===== src/ctsr_cfg.svh =====
`ifndef CTSR_CFG_SVH
`define CTSR_CFG_SVH
`define CTSR_OFF_CTRL      8'h04
`define CTSR_OFF_CTRL_SET  8'h08
`define CTSR_OFF_CTRL_CLR  8'h0c
`define CTSR_OFF_STAT      8'h40
`define CTSR_OFF_STAT_RC   8'h44
`define CTSR_OFF_COUNT     8'h48
`define CTSR_OFF_ALIGN     8'h4c
`define CTSR_OFF_WB_LO     8'h88
`define CTSR_OFF_WB_HI     8'h8c
`define CTSR_OFF_MASK      8'h90
`define CTSR_CTRL_MASK     32'h0ef8_3e7f
`define CTSR_STAT_W1C      32'h00f8_3e7e
`define CTSR_IMASK_MASK    32'h00f8_3e56
`define CTSR_RDERR_MASK    5'h03
`define CTSR_FAULT_ALL     5'h1f
`define CTSR_RESP_OKAY     2'b00
`define CTSR_RESP_SLVERR   2'b10
`define CTSR_B_RUN         0
`define CTSR_DFLT          23:19
`define CTSR_RFLT          13:9
`define CTSR_B_IDLE        6
`define CTSR_B_BADLEN      5
`define CTSR_B_BADSIG      4
`define CTSR_B_ALIGN       3
`define CTSR_B_DONE        2
`define CTSR_B_STOP        1
`define CTSR_STAT_KEEP     32'h0000_0008
`endif


===== src/ctsr_pkg.sv =====
`default_nettype none
package ctsr_pkg;
    // Status word layout, bit 31 down to bit 0
    typedef struct packed {
        logic [7:0] rsvd_hi;
        logic [4:0] desc_fault;
        logic [4:0] rsvd_mid;
        logic [4:0] read_fault;
        logic [1:0] rsvd_lo;
        logic       halted_idle;
        logic       bad_length;
        logic       bad_signature;
        logic       align_conflict;
        logic       descriptor_done;
        logic       stop_marker_done;
        logic       busy;
    } ctsr_status_s;

    // Engine event strobes, one cycle each
    typedef struct packed {
        logic [4:0] desc_fault;
        logic [4:0] read_fault;
        logic       bad_length;
        logic       bad_signature;
        logic       align_conflict;
        logic       desc_finished;
        logic       desc_complete_marker;
        logic       desc_stop_marker;
    } ctsr_events_s;

    typedef enum logic [1:0] {ENG_IDLE, ENG_RUN, ENG_DRAIN} ctsr_eng_e;
endpackage : ctsr_pkg
`default_nettype wire


===== src/ctsr_channel_regs.sv =====
// The AXI4-Lite slave port was chosen for this implementation.
`include "ctsr_cfg.svh"
`default_nettype none
// What this block does
// - Writes at set alias set control bits; at clear alias clear them.
// - Descriptor fault field, write-one-clear, zeroed when run is set.
// - Bus-read fault field, only bits 1:0 used, zeroed when run set.
// - Halted-idle flag set when engine idles after run cleared, if enabled.
// - Bad-length flag logged when enabled; zeroed on run set.
// - Bad-signature flag logged and engine halted when enabled.
// - Alignment-conflict flag set on misaligned descriptor, write-one-clear.
// - Descriptor-done flag logged on completed marked descriptor when enabled.
// - Stop-marker flag logged, gated by the bad-signature enable.
// - Busy bit reads one while the engine works.
// - Read-clear alias returns status and clears bits 23 to 1.
// - 32-bit completed descriptor count, incremented per finished descriptor.
// - Count zeroed on each rising edge of run.
// - Address alignment reported read-only from parameters.
// - Length granularity reported read-only from parameters.
// - Address bit count reported read-only in low byte.
// - 64-bit writeback address as two read-write words, reset zero.
// - Per-bit interrupt masks for descriptor and bus-read faults.
// - Mask bits for halted-idle and bad-signature flags.
// - Mask bits for descriptor-done and stop-marker flags.
// - Run starts engine; clearing run lets current descriptor finish.
// - Log only when enabled, except alignment conflict; interrupt only when also masked.
// - Faults logged and engine halted only when enable field is all ones.
module ctsr_channel_regs #(
    parameter logic [7:0] ADDR_ALIGN  = 8'h01,
    parameter logic [7:0] LEN_GRAN    = 8'h01,
    parameter logic [7:0] ADDR_BITS   = 8'h40
) (
    // Clock and reset
    input  wire logic                  aclk,
    input  wire logic                  aresetn,
    // AXI4-Lite write
    input  wire logic [7:0]            s_axi_awaddr,
    input  wire logic                  s_axi_awvalid,
    output logic                       s_axi_awready,
    input  wire logic [31:0]           s_axi_wdata,
    input  wire logic [3:0]            s_axi_wstrb,
    input  wire logic                  s_axi_wvalid,
    output logic                       s_axi_wready,
    output logic [1:0]                 s_axi_bresp,
    output logic                       s_axi_bvalid,
    input  wire logic                  s_axi_bready,
    // AXI4-Lite read
    input  wire logic [7:0]            s_axi_araddr,
    input  wire logic                  s_axi_arvalid,
    output logic                       s_axi_arready,
    output logic [31:0]                s_axi_rdata,
    output logic [1:0]                 s_axi_rresp,
    output logic                       s_axi_rvalid,
    input  wire logic                  s_axi_rready,
    // Engine side
    input  wire ctsr_pkg::ctsr_events_s eng_events,
    input  wire logic                  eng_desc_active,
    output logic                       eng_busy,
    output logic                       eng_halt,
    output logic                       irq_pending,
    output logic [31:0]                ctrl_word,
    output logic [63:0]                poll_wb_addr
);
    import ctsr_pkg::*;

    function automatic logic [31:0] byte_merge(input logic [31:0] old_v,
                                               input logic [31:0] new_v,
                                               input logic [3:0]  strb);
        logic [31:0] res;
        res = old_v;
        for (int i = 0; i < 4; i++) begin
            if (strb[i]) res[i*8 +: 8] = new_v[i*8 +: 8];
        end
        return res;
    endfunction

    function automatic logic addr_known(input logic [7:0] a);
        case (a)
            `CTSR_OFF_CTRL, `CTSR_OFF_CTRL_SET, `CTSR_OFF_CTRL_CLR, `CTSR_OFF_STAT,
            `CTSR_OFF_STAT_RC, `CTSR_OFF_COUNT, `CTSR_OFF_ALIGN, `CTSR_OFF_WB_LO,
            `CTSR_OFF_WB_HI, `CTSR_OFF_MASK: return 1'b1;
            default: return 1'b0;
        endcase
    endfunction

    // Bus handshake state
    logic        aw_held_r, aw_held_nxt;
    logic        w_held_r, w_held_nxt;
    logic [7:0]  aw_addr_r, aw_addr_nxt;
    logic [31:0] w_data_r, w_data_nxt;
    logic [3:0]  w_strb_r, w_strb_nxt;
    logic        bvalid_r, bvalid_nxt;
    logic [1:0]  bresp_r, bresp_nxt;
    logic        rvalid_r, rvalid_nxt;
    logic [1:0]  rresp_r, rresp_nxt;
    logic [31:0] rdata_r, rdata_nxt;
    // Register state
    logic [31:0] ctrl_r, ctrl_nxt;
    logic [31:0] stat_r, stat_nxt;
    logic [31:0] count_r, count_nxt;
    logic [31:0] wb_lo_r, wb_lo_nxt;
    logic [31:0] wb_hi_r, wb_hi_nxt;
    logic [31:0] imask_r, imask_nxt;
    logic        run_d_r;
    logic        halt_r, halt_nxt;
    logic        irq_r, irq_nxt;
    logic        busy_q_r, awready_r, wready_r, arready_r, stopped_r, stopped_nxt;

    logic        do_write, do_read, run_rise, busy_w, went_idle_w;
    logic [31:0] wval, set_bits, rd_word;
    ctsr_status_s st_view;

    ctsr_engine_tracker u_tracker (
        .aclk        (aclk),
        .aresetn     (aresetn),
        .run         (ctrl_r[`CTSR_B_RUN] && !stopped_r),
        .halt_req    (halt_r),
        .desc_active (eng_desc_active),
        .busy        (busy_w),
        .went_idle   (went_idle_w)
    );

    assign do_write = (aw_held_r && w_held_r && !bvalid_r);
    assign do_read  = (s_axi_arvalid && !rvalid_r);
    assign run_rise = ctrl_r[`CTSR_B_RUN] && !run_d_r;
    assign wval     = byte_merge(32'h0, w_data_r, w_strb_r);

    // Hardware set terms, each gated by a logging enable except alignment conflict
    always_comb begin
        set_bits = 32'h0;
        if (ctrl_r[`CTSR_DFLT] == `CTSR_FAULT_ALL)
            set_bits[`CTSR_DFLT] = eng_events.desc_fault;
        if (ctrl_r[`CTSR_RFLT] == `CTSR_FAULT_ALL)
            set_bits[`CTSR_RFLT] = eng_events.read_fault & `CTSR_RDERR_MASK;
        set_bits[`CTSR_B_IDLE] = ctrl_r[`CTSR_B_IDLE] && went_idle_w
                                 && !ctrl_r[`CTSR_B_RUN];
        set_bits[`CTSR_B_BADLEN] = ctrl_r[`CTSR_B_BADLEN] && eng_events.bad_length;
        set_bits[`CTSR_B_BADSIG] = ctrl_r[`CTSR_B_BADSIG] && eng_events.bad_signature;
        set_bits[`CTSR_B_ALIGN] = eng_events.align_conflict;
        set_bits[`CTSR_B_DONE] = ctrl_r[`CTSR_B_DONE] && eng_events.desc_finished
                                 && eng_events.desc_complete_marker;
        set_bits[`CTSR_B_STOP] = ctrl_r[`CTSR_B_BADSIG] && eng_events.desc_finished
                                 && eng_events.desc_stop_marker;
    end

    always_comb begin
        st_view       = ctsr_status_s'(stat_r);
        st_view.busy  = busy_w;
        rd_word = 32'h0;
        case (s_axi_araddr)
            `CTSR_OFF_CTRL, `CTSR_OFF_CTRL_SET, `CTSR_OFF_CTRL_CLR: rd_word = ctrl_r;
            `CTSR_OFF_STAT, `CTSR_OFF_STAT_RC: rd_word = 32'(st_view);
            `CTSR_OFF_COUNT: rd_word = count_r;
            `CTSR_OFF_ALIGN: rd_word = {8'h0, ADDR_ALIGN, LEN_GRAN, ADDR_BITS};
            `CTSR_OFF_WB_LO: rd_word = wb_lo_r;
            `CTSR_OFF_WB_HI: rd_word = wb_hi_r;
            `CTSR_OFF_MASK:  rd_word = imask_r;
            default:         rd_word = 32'h0;
        endcase
    end

    // Bus channels
    always_comb begin
        aw_held_nxt = aw_held_r;
        w_held_nxt  = w_held_r;
        aw_addr_nxt = aw_addr_r;
        w_data_nxt  = w_data_r;
        w_strb_nxt  = w_strb_r;
        bvalid_nxt  = bvalid_r;
        bresp_nxt   = bresp_r;
        rvalid_nxt  = rvalid_r;
        rresp_nxt   = rresp_r;
        rdata_nxt   = rdata_r;
        if (s_axi_awvalid && !aw_held_r) begin
            aw_held_nxt = 1'b1;
            aw_addr_nxt = s_axi_awaddr;
        end
        if (s_axi_wvalid && !w_held_r) begin
            w_held_nxt = 1'b1;
            w_data_nxt = s_axi_wdata;
            w_strb_nxt = s_axi_wstrb;
        end
        if (do_write) begin
            aw_held_nxt = 1'b0;
            w_held_nxt  = 1'b0;
            bvalid_nxt  = 1'b1;
            bresp_nxt   = addr_known(aw_addr_r) ? `CTSR_RESP_OKAY : `CTSR_RESP_SLVERR;
        end else if (bvalid_r && s_axi_bready) begin
            bvalid_nxt = 1'b0;
        end
        if (do_read) begin
            rvalid_nxt = 1'b1;
            rdata_nxt  = rd_word;
            rresp_nxt  = addr_known(s_axi_araddr) ? `CTSR_RESP_OKAY : `CTSR_RESP_SLVERR;
        end else if (rvalid_r && s_axi_rready) begin
            rvalid_nxt = 1'b0;
        end
    end

    // Register updates
    always_comb begin
        ctrl_nxt  = ctrl_r;
        stat_nxt  = stat_r;
        count_nxt = count_r;
        wb_lo_nxt = wb_lo_r;
        wb_hi_nxt = wb_hi_r;
        imask_nxt = imask_r;
        if (do_write) begin
            case (aw_addr_r)
                `CTSR_OFF_CTRL:
                    ctrl_nxt = byte_merge(ctrl_r, w_data_r, w_strb_r) & `CTSR_CTRL_MASK;
                `CTSR_OFF_CTRL_SET: ctrl_nxt = (ctrl_r | wval) & `CTSR_CTRL_MASK;
                `CTSR_OFF_CTRL_CLR: ctrl_nxt = ctrl_r & ~wval;
                `CTSR_OFF_STAT: stat_nxt = stat_r & ~(wval & `CTSR_STAT_W1C);
                `CTSR_OFF_WB_LO: wb_lo_nxt = byte_merge(wb_lo_r, w_data_r, w_strb_r);
                `CTSR_OFF_WB_HI: wb_hi_nxt = byte_merge(wb_hi_r, w_data_r, w_strb_r);
                `CTSR_OFF_MASK:
                    imask_nxt = byte_merge(imask_r, w_data_r, w_strb_r) & `CTSR_IMASK_MASK;
                default: ;
            endcase
        end
        if (do_read && s_axi_araddr == `CTSR_OFF_STAT_RC)
            stat_nxt = stat_nxt & ~`CTSR_STAT_W1C;
        if (run_rise) begin
            stat_nxt  = stat_nxt & `CTSR_STAT_W1C & `CTSR_STAT_KEEP;
            count_nxt = 32'h0;
        end else if (eng_events.desc_finished) begin
            count_nxt = count_r + 32'h1;
        end
        stat_nxt = stat_nxt | set_bits;
    end

    // Halt on logged signature or fault; engine stays down until run drops
    always_comb begin
        halt_nxt = set_bits[`CTSR_B_BADSIG] || (|set_bits[`CTSR_DFLT])
                   || (|set_bits[`CTSR_RFLT]);
        stopped_nxt = halt_r || (stopped_r && ctrl_r[`CTSR_B_RUN]);
        irq_nxt  = |(stat_r & imask_r);
    end

    always_ff @(posedge aclk) begin
        if (!aresetn) begin
            aw_held_r <= 1'b0;
            w_held_r  <= 1'b0;
            aw_addr_r <= 8'h0;
            w_data_r  <= 32'h0;
            w_strb_r  <= 4'h0;
            bvalid_r  <= 1'b0;
            bresp_r   <= `CTSR_RESP_OKAY;
            rvalid_r  <= 1'b0;
            rresp_r   <= `CTSR_RESP_OKAY;
            rdata_r   <= 32'h0;
            ctrl_r    <= 32'h0;
            stat_r    <= 32'h0;
            count_r   <= 32'h0;
            wb_lo_r   <= 32'h0;
            wb_hi_r   <= 32'h0;
            imask_r   <= 32'h0;
            run_d_r   <= 1'b0;
            halt_r    <= 1'b0;
            irq_r     <= 1'b0;
            busy_q_r  <= 1'b0;
            awready_r <= 1'b1;
            wready_r  <= 1'b1;
            arready_r <= 1'b1;
            stopped_r <= 1'b0;
        end else begin
            aw_held_r <= aw_held_nxt;
            w_held_r  <= w_held_nxt;
            aw_addr_r <= aw_addr_nxt;
            w_data_r  <= w_data_nxt;
            w_strb_r  <= w_strb_nxt;
            bvalid_r  <= bvalid_nxt;
            bresp_r   <= bresp_nxt;
            rvalid_r  <= rvalid_nxt;
            rresp_r   <= rresp_nxt;
            rdata_r   <= rdata_nxt;
            ctrl_r    <= ctrl_nxt;
            stat_r    <= stat_nxt;
            count_r   <= count_nxt;
            wb_lo_r   <= wb_lo_nxt;
            wb_hi_r   <= wb_hi_nxt;
            imask_r   <= imask_nxt;
            run_d_r   <= ctrl_r[`CTSR_B_RUN];
            halt_r    <= halt_nxt;
            irq_r     <= irq_nxt;
            busy_q_r  <= busy_w;
            awready_r <= !aw_held_nxt;
            wready_r  <= !w_held_nxt;
            arready_r <= !rvalid_nxt;
            stopped_r <= stopped_nxt;
        end
    end

    assign s_axi_awready = awready_r;
    assign s_axi_wready  = wready_r;
    assign s_axi_bvalid  = bvalid_r;
    assign s_axi_bresp   = bresp_r;
    assign s_axi_arready = arready_r;
    assign s_axi_rvalid  = rvalid_r;
    assign s_axi_rresp   = rresp_r;
    assign s_axi_rdata   = rdata_r;
    assign eng_busy      = busy_q_r;
    assign eng_halt      = halt_r;
    assign irq_pending   = irq_r;
    assign ctrl_word     = ctrl_r;
    assign poll_wb_addr  = {wb_hi_r, wb_lo_r};

    property p_set_alias;
        @(posedge aclk) disable iff (!aresetn)
        do_write && aw_addr_r == `CTSR_OFF_CTRL_SET && wval[0] |=> ctrl_r[0];
    endproperty
    a_set_alias: assert property (p_set_alias) else $error("set alias lost run");

    property p_clr_alias;
        @(posedge aclk) disable iff (!aresetn)
        do_write && aw_addr_r == `CTSR_OFF_CTRL_CLR && wval[0] |=> !ctrl_r[0];
    endproperty
    a_clr_alias: assert property (p_clr_alias) else $error("clear alias kept run");

    property p_run_zero;
        @(posedge aclk) disable iff (!aresetn)
        run_rise && !eng_events.desc_finished |=> count_r == 32'h0;
    endproperty
    a_run_zero: assert property (p_run_zero) else $error("count not zeroed");

    property p_count_inc;
        @(posedge aclk) disable iff (!aresetn)
        eng_events.desc_finished && !run_rise |=> count_r == $past(count_r) + 32'h1;
    endproperty
    a_count_inc: assert property (p_count_inc) else $error("count not incremented");

    property p_rc_clear;
        @(posedge aclk) disable iff (!aresetn)
        do_read && s_axi_araddr == `CTSR_OFF_STAT_RC && set_bits == 32'h0 && !do_write
        |=> (stat_r & `CTSR_STAT_W1C) == 32'h0;
    endproperty
    a_rc_clear: assert property (p_rc_clear) else $error("read clear failed");

    property p_set_wins;
        @(posedge aclk) disable iff (!aresetn)
        set_bits[3] |=> stat_r[3];
    endproperty
    a_set_wins: assert property (p_set_wins) else $error("event lost");

    property p_rd_fault_hi;
        @(posedge aclk) disable iff (!aresetn) stat_r[13:11] == 3'h0;
    endproperty
    a_rd_fault_hi: assert property (p_rd_fault_hi) else $error("reserved fault bits set");

    property p_no_log;
        @(posedge aclk) disable iff (!aresetn)
        !ctrl_r[2] && !stat_r[2] && !run_rise |=> !stat_r[2];
    endproperty
    a_no_log: assert property (p_no_log) else $error("logged while disabled");

    property p_irq;
        @(posedge aclk) disable iff (!aresetn)
        (stat_r[4] && imask_r[4]) |=> irq_pending;
    endproperty
    a_irq: assert property (p_irq) else $error("mask did not raise irq");

    c_write: cover property (@(posedge aclk) do_write);
    c_rc:    cover property (@(posedge aclk) do_read && s_axi_araddr == `CTSR_OFF_STAT_RC);
    c_run:   cover property (@(posedge aclk) run_rise);
    c_halt:  cover property (@(posedge aclk) eng_halt);
endmodule // ctsr_channel_regs
`default_nettype wire


===== src/ctsr_engine_tracker.sv =====
`include "ctsr_cfg.svh"
`default_nettype none
// Tracks the engine: starts on run, drains the current descriptor on stop
module ctsr_engine_tracker (
    // Clock and reset
    input  wire logic          aclk,
    input  wire logic          aresetn,
    // Control
    input  wire logic          run,
    input  wire logic          halt_req,
    input  wire logic          desc_active,
    // State
    output logic               busy,
    output logic               went_idle
);
    import ctsr_pkg::*;
    ctsr_eng_e state_r, state_nxt;

    always_comb begin
        state_nxt = state_r;
        case (state_r)
            ENG_IDLE:  if (run && !halt_req) state_nxt = ENG_RUN;
            ENG_RUN:   if (halt_req) state_nxt = ENG_IDLE;
                       else if (!run) state_nxt = ENG_DRAIN;
            ENG_DRAIN: if (!desc_active || halt_req) state_nxt = ENG_IDLE;
            default:   state_nxt = ENG_IDLE;
        endcase
    end

    always_ff @(posedge aclk) begin
        if (!aresetn) state_r <= ENG_IDLE;
        else state_r <= state_nxt;
    end

    assign busy      = (state_r != ENG_IDLE);
    assign went_idle = (state_r != ENG_IDLE) && (state_nxt == ENG_IDLE);
endmodule // ctsr_engine_tracker
`default_nettype wire


===== config.mk =====
export PLATFORM = sky130hd
export DESIGN_NAME = ctsr_channel_regs
export DESIGN_NICKNAME = d
export VERILOG_FILES = /design/src/ctsr_pkg.sv /design/src/ctsr_channel_regs.sv /design/src/ctsr_engine_tracker.sv
export VERILOG_INCLUDE_DIRS = /design/src
export SDC_FILE = /design/constraint.sdc
export NUM_CORES = 1
export LEC_CHECK = 0
export ABC_AREA = 0
export BUFFER_PORTS_ARGS = -buffer_cell sky130_fd_sc_hd__clkbuf_2
export CAP_MARGIN = 20
export CORE_AREA = 5 5 208 160
export DETAILED_ROUTE_END_ITERATION = 8
export DIE_AREA = 0 0 213 165
export GPL_TIMING_DRIVEN = 0
export PLACE_DENSITY = 0.57
export SLEW_MARGIN = 30
export SYNTH_ARGS = -nofsm -noshare
export SYNTH_HDL_FRONTEND = slang
export SYNTH_SLANG_ARGS = --single-unit

===== constraint.sdc =====
create_clock -name aclk -period 4.81 [get_ports aclk]
set_input_delay 0.962 -clock aclk [delete_from_list [all_inputs] [get_ports aclk]]
set_output_delay 0.962 -clock aclk [all_outputs]
set_load 0.1 [all_outputs]

### Yosys cells after proc, flatten, opt, wreduce, memory -nomap -nowiden

Cells that the tools add are included.

* muxes and demuxes: 35
* bitwise logic cells: 8
* add/subtract/negate cells: 1
* eq/ne operators: 28
* reduce and logical (&&, ||, !) cells: 66

Operators with widths (number)
* $pmux W32 S7: 1
* $mux W32: 3
* $pmux W32 S3: 1
* $and A32 B32 Y32: 2
* $eq A8 B7 Y1 const B: 8
* $eq A8 B8 Y1 const B: 6
* $reduce_and A3 Y1: 15
* $mux W8: 5
* $add A32 B1 Y32 const B: 1
* $and A32 B24 Y32: 1
* $eq A8 B4 Y1 const B: 4
* $not A24 Y32: 1
* $not A32 Y32: 1
* $or A32 B24 Y32: 1
* $reduce_or A32 Y1: 1
* $or A28 B28 Y28: 1
* $mux W24: 1
* $logic_and A1 B1 Y1: 21
* $reduce_or A10 Y1: 2
* $eq A8 B3 Y1 const B: 2
* $mux W2: 7
* $logic_not A1 Y1: 12
* $mux W1: 12
* $eq A5 B5 Y1 const B: 2
* 17 further kinds: 27

* logic and storage cells: 175
* register bits after elaboration: 268
* output and inout port bits: 140
* bits of input ports: 76

### Depth between registers and ports, before layout

* depth in word-level cells: 10
* mapped depth: 8

### By module

A second synthesis with hierarchy kept.

* cells, all modules: 1334
* area, all modules: 10821.6 µm²

Modules (own cells, without submodules)
* ctsr_channel_regs: area each 10710.3 µm², times used 1, cells an instance 1322
* ctsr_engine_tracker: area each 111.4 µm², times used 1, cells an instance 12

### Least setup slack after synthesis

Ideal clock, no wire load.

* kind: input to register
* start point: input s_axi_araddr[2]
* end point: register rdata_r[23], in the netlist s_axi_rdata[23]
* library setup time: 0.128 ns
* slack: 2.189 ns
* stages on the path: 7
* required time: 4.682 ns
* data arrival time: 2.492 ns
* cells stage by stage: clkbuf_1 buf_1 buf_1 a2bb2oi_1 o22ai_1 a221oi_1 o21ai_0

* longest elaborated chain between the ends: 3
* elaborated cells on any way between the ends: 13

Ends and longest elaborated chain
* from (decl): RTL line ctsr_channel_regs.sv:48 `input wire logic [7:0] s_axi_araddr,`
* $eq A8 B3 Y1, or another cell as far along: RTL line ctsr_channel_regs.sv:150 `case (s_axi_araddr)`
* $reduce_or A3 Y1 or $reduce_or A2 Y1 (tied branches): RTL line ctsr_channel_regs.sv:150
* $pmux W32 S7 (*): RTL line ctsr_channel_regs.sv:150
* to (signal assigned): RTL line ctsr_channel_regs.sv:277 `rdata_r <= rdata_nxt;`
* to (decl): RTL line ctsr_channel_regs.sv:96 `logic [31:0] rdata_r, rdata_nxt;`

Mark *: on every way between the ends. The rest lies on a longest branch, timed or not.
A chain may end at the register's enable or synchronous reset.

### Final worst setup path

* start point: input s_axi_araddr[2]
* end point: register rdata_r[0], in the netlist s_axi_rdata[0]

The elaborated chain is that of the path after synthesis.

==> impl_metrics.csv <==
group,metric,value,unit
global_routing,grt_use_total,24.35,%
global_routing,grt_pass1_vias,9995,
drt,dr.pass1.iters,5,
job,cap_viol_max_count,0,
synthesis,synth_top_area_share,47.00,%
die,fp.dieW,213,um
global_routing,grt_max_degree,14,
critical_path,cp_num_cells,7,
critical_path,slowest_delay,0.77,ns
synthesis,synth_area_leaders,"dfxtp_1 (47%), nand2_1 (9.5%), a21oi_1 (6.3%)",
critical_path,slowest_stage,"buf_1",
synthesis,synth_enable_flop_cells,0,
critical_path,crit_family,"buffers and inverters",
cells_and_area,final_cell_mix,"nand2_1 (269), dfxtp_1 (250), clkbuf_2 (207)",
critical_path,worstPathCellList,"clkbuf_1, buf_1, buf_1, mux2i_1, nor2_1, a221oi_1, o21ai_0",
critical_path,criticalPathCategory,"in2reg",
clock_tree,clk_pin_slew_worst_paths,0.06,ns
cells_and_area,drive_gt1_share,19.02,%
hold_path,min_path_cells,2,
synthesis,synthSimpleGateAreaFrac,21.97,%
drt,drt_iter0_markers,1259,
cells_and_area,synthToLayoutAreaGrowth,23.27,%
drt,drc,0,
die,die_area,35150,sq um
run_status,status,"finished, final reports clean",
power_and_ir_drop,cellPowerDensity,352.9,nW/um^2
global_routing,antenna_found_initial,3,
synthesis,synth_area_per_cell,8.377,sq um
die,io_pins,216,
synthesis,ys_ff_latch,250,
critical_path,required,5.24,ns
synthesis,synth-xor-area-share,2.550,%
synthesis,synth_compound_area_share,19.75,%
drt,vias_per_cell,5.482,
clock_tree,clock-sinks,250,
drt,dr_total_vias,10603,
timing,rsz0062_at_grt,"no",
cells_and_area,fin_cells,1934,
placed_design,dpl.cell_count,1885,
synthesis,synth_mux_area_share,4.407,%
synthesis,synthArstFlopShare,0,%
cells_and_area,fin_util,42.48,%
power_and_ir_drop,switching_share,24.70,%
clock_tree,cts_buffer_depth,3,
clock_tree,cts_max_level,1,
clock_tree,root_buffer,"clkbuf_16",
critical_path,crit_path_start_kind,"input port",
synthesis,synth_top_family_by_area,"simple AND/OR/NAND/NOR gates",
timing,slew-limit-headroom,33.34,%
global_routing,grt_pass1_wl,64.38,mm
critical_path,cp_num_buf_inv,3,
power_and_ir_drop,power.share.combinational,6.7,%
critical_path,crit_path_max_fanout,10,
timing,worstMarginPinSlew,1.000,ns
timing,finalHoldViolations,0,
critical_path,rr_worst_depth,6,
hold_path,hp-class,"reg2reg",
synthesis,ys_warn_count,0,
timing,min_period_over_period,71.05,%
timing,finClkSkew,0.007533,ns
cells_and_area,final_net_count,1585,
die,initial_core_util,34.46,%
placed_design,dp_hpwl,34.34,mm
clock_tree,cts_setup_buffers,0,
clock_tree,holdBufCountCts,0,
timing,clock.fmax,292.6,MHz
power_and_ir_drop,leakagePower,4.956,nW
die,row_count,56,
timing,setup_viol,0,
critical_path,cp.arrival,3.84,ns
power_and_ir_drop,peakVddDrop,0.0002565,V
synthesis,synth_seq_area_share,47.00,%
synthesis,synth.largest_area_cell,"dfxtp_1",
power_and_ir_drop,power.internal,3.488,mW
critical_path,end_kind,"flop",
power_and_ir_drop,seqPwrFrac,46.3,%
drt,ant_nets,0,
power_and_ir_drop,p_clk_share,47.0,%
synthesis,synthDistinctLibCells,63,
global_routing,gr-total-overflow,0,
synthesis,synthAdderAreaFrac,0.1175,%
cells_and_area,layout_commonest_cell,"nand2_1",
critical_path,timing.critical_path.mode_cell,"buf_1",
timing,setup-tns-final,0,ns
placed_design,gp_congestion,0.9466,
clock_tree,cts_resized,0,
synthesis,netlist_area,10650,sq um
power_and_ir_drop,p_sw,1.144,mW
timing,slew_violations,0,
clock_tree,cts_tree,"built",
clock_tree,insertion_delay,0.55,ns
timing,final.min_clock_period,3.417,ns
drt,wl,44.55,mm
cells_and_area,n_fill_cell,3161,
die,fp.dieH,165,um
die,coreArea,30900,sq um
clock_tree,numCtsBuffers,27,
synthesis,synthFlopType,"dfxtp_1",
drt,wl_per_cell,23.04,um
synthesis,syn_inst,1271,
placed_design,io_buffers,207,
==> final timing paths <==
path | start | endpoint | slack (ns)
hold / removal | stat_r[13]$_SDFFE_PP0P_ | stat_r[13]$_SDFFE_PP0P_ | 0.46
setup reg to reg | aw_addr_r[0]$_SDFFE_PN0P_ | ctrl_word[5]$_SDFFE_PN0P_ | 2.07
hold reg to reg | stat_r[13]$_SDFFE_PP0P_ | stat_r[13]$_SDFFE_PP0P_ | 0.46
setup / recovery | s_axi_araddr[2] | s_axi_rdata[0]$_SDFFE_PN0P_ | 1.39
==> layout make-up <==
class / count / area, sq um / area share [%]
Tap cell: 406 / 508.0 / 3.870
Timing Repair Buffer: 207 / 1036 / 7.893
Clock buffer: 37 / 753.2 / 5.739
Antenna cell: 3 / 7.507 / 0.05720
Inverter: 22 / 82.58 / 0.6292
Multi-Input combinational cell: 911 / 5221 / 39.78
Clock inverter: 9 / 151.4 / 1.153
Sequential cell: 250 / 5005 / 38.13
Buffer: 89 / 360.3 / 2.745
==> sequential cells by signal, indices dropped and copies added, names as in the netlist, 2 cells and up <==
signal             flops
wb_hi_r               32
u_tracker.state_r      2
stat_r                16
wb_lo_r               32
count_r               32
aw_addr_r              8
s_axi_rdata           32
imask_r               14
ctrl_word             32
w_strb_r               4
w_data_r              32
==> through the flow <==
stage	hold slack (ns)	area, sq um	power (mW)	setup WS, ns
global placement	0.4371	12200	2.491	0.8756
finish	0.4552	13130	4.632	1.393
detailed placement	0.4432	12200	2.494	0.8996
CTS	0.4522	13100	4.652	1.487
global route	0.4721	13130	4.778	1.257
floorplan	0.4223	10650	2.363	2.189
==> power by group through the flow <==
| stage | sequential [mW] | combinational, mW | clock, mW |
|---|---|---|---|
| after floorplan | 2.20 | 0.161 | 0 |
| after global placement | 2.19 | 0.302 | 0 |
| after detailed placement | 2.19 | 0.304 | 0 |
| after CTS | 2.14 | 0.305 | 2.20 |
| after global routing | 2.15 | 0.332 | 2.30 |
| final | 2.15 | 0.309 | 2.18 |
==> synth_stat cells, types with 3 or more instances <==
cell type and count:
o211a_1 12, and4_1 4, nand2b_1 8, a31oi_1 5, or3_1 5, a21oi_1 135, and3_1 5, buf_1 7
nor3_1 13, nand3_1 47, inv_1 20, a221oi_1 17, nor4_1 8, xnor2_1 20, mux2_2 15, a222oi_1 13
or2_2 4, o21ai_0 47, or4_1 4, a32o_1 9, nand2_1 269, mux2i_1 30, nor4_2 4, o22ai_1 22
buf_2 9, and2_1 9, nor4b_1 5, xor2_1 11, a22oi_1 19, nand3b_1 6, a22o_1 6, o211ai_1 14
nor2b_1 11, dfxtp_1 250, a211oi_1 5, clkbuf_1 70, a21o_1 3, nand4_1 10, nor2_1 77, a2bb2oi_1 13
==> layer usage <==
layer	GRT usage, %	up-vias	share of wire, %	routed length [um]
li1	-	4993	-	-
met1	35.09	5060	45	19850
met2	35.41	479	42	18750
met3	6.836	71	10	4598
met4	7.182	0	3.0	1357
met5	0	-	0	0
==> worst reg2reg max path: cells and delay by family (launching register included) <==
kind,cells,cell delay (ns)
buffers and inverters,1,0.20
AOI/OAI and AO/OA,2,0.43
DFF,1,0.32
and+or+nand+nor,3,1.64
==> kinds of logic (layout without fill, tap and decap cells) <==
kind of cell | count (synthesis) | count (layout)
buffers and inverters | 111 | 364
multiplexers | 45 | 45
XOR/XNOR | 31 | 31
other | 1 | 5
AO/OA/AOI/OAI | 328 | 328
adder cells (fa/ha/maj) | 1 | 1
AND/OR/NAND/NOR | 504 | 504
flip-flops | 250 | 250
No activity file was read; power rests on OpenSTA's default activity.
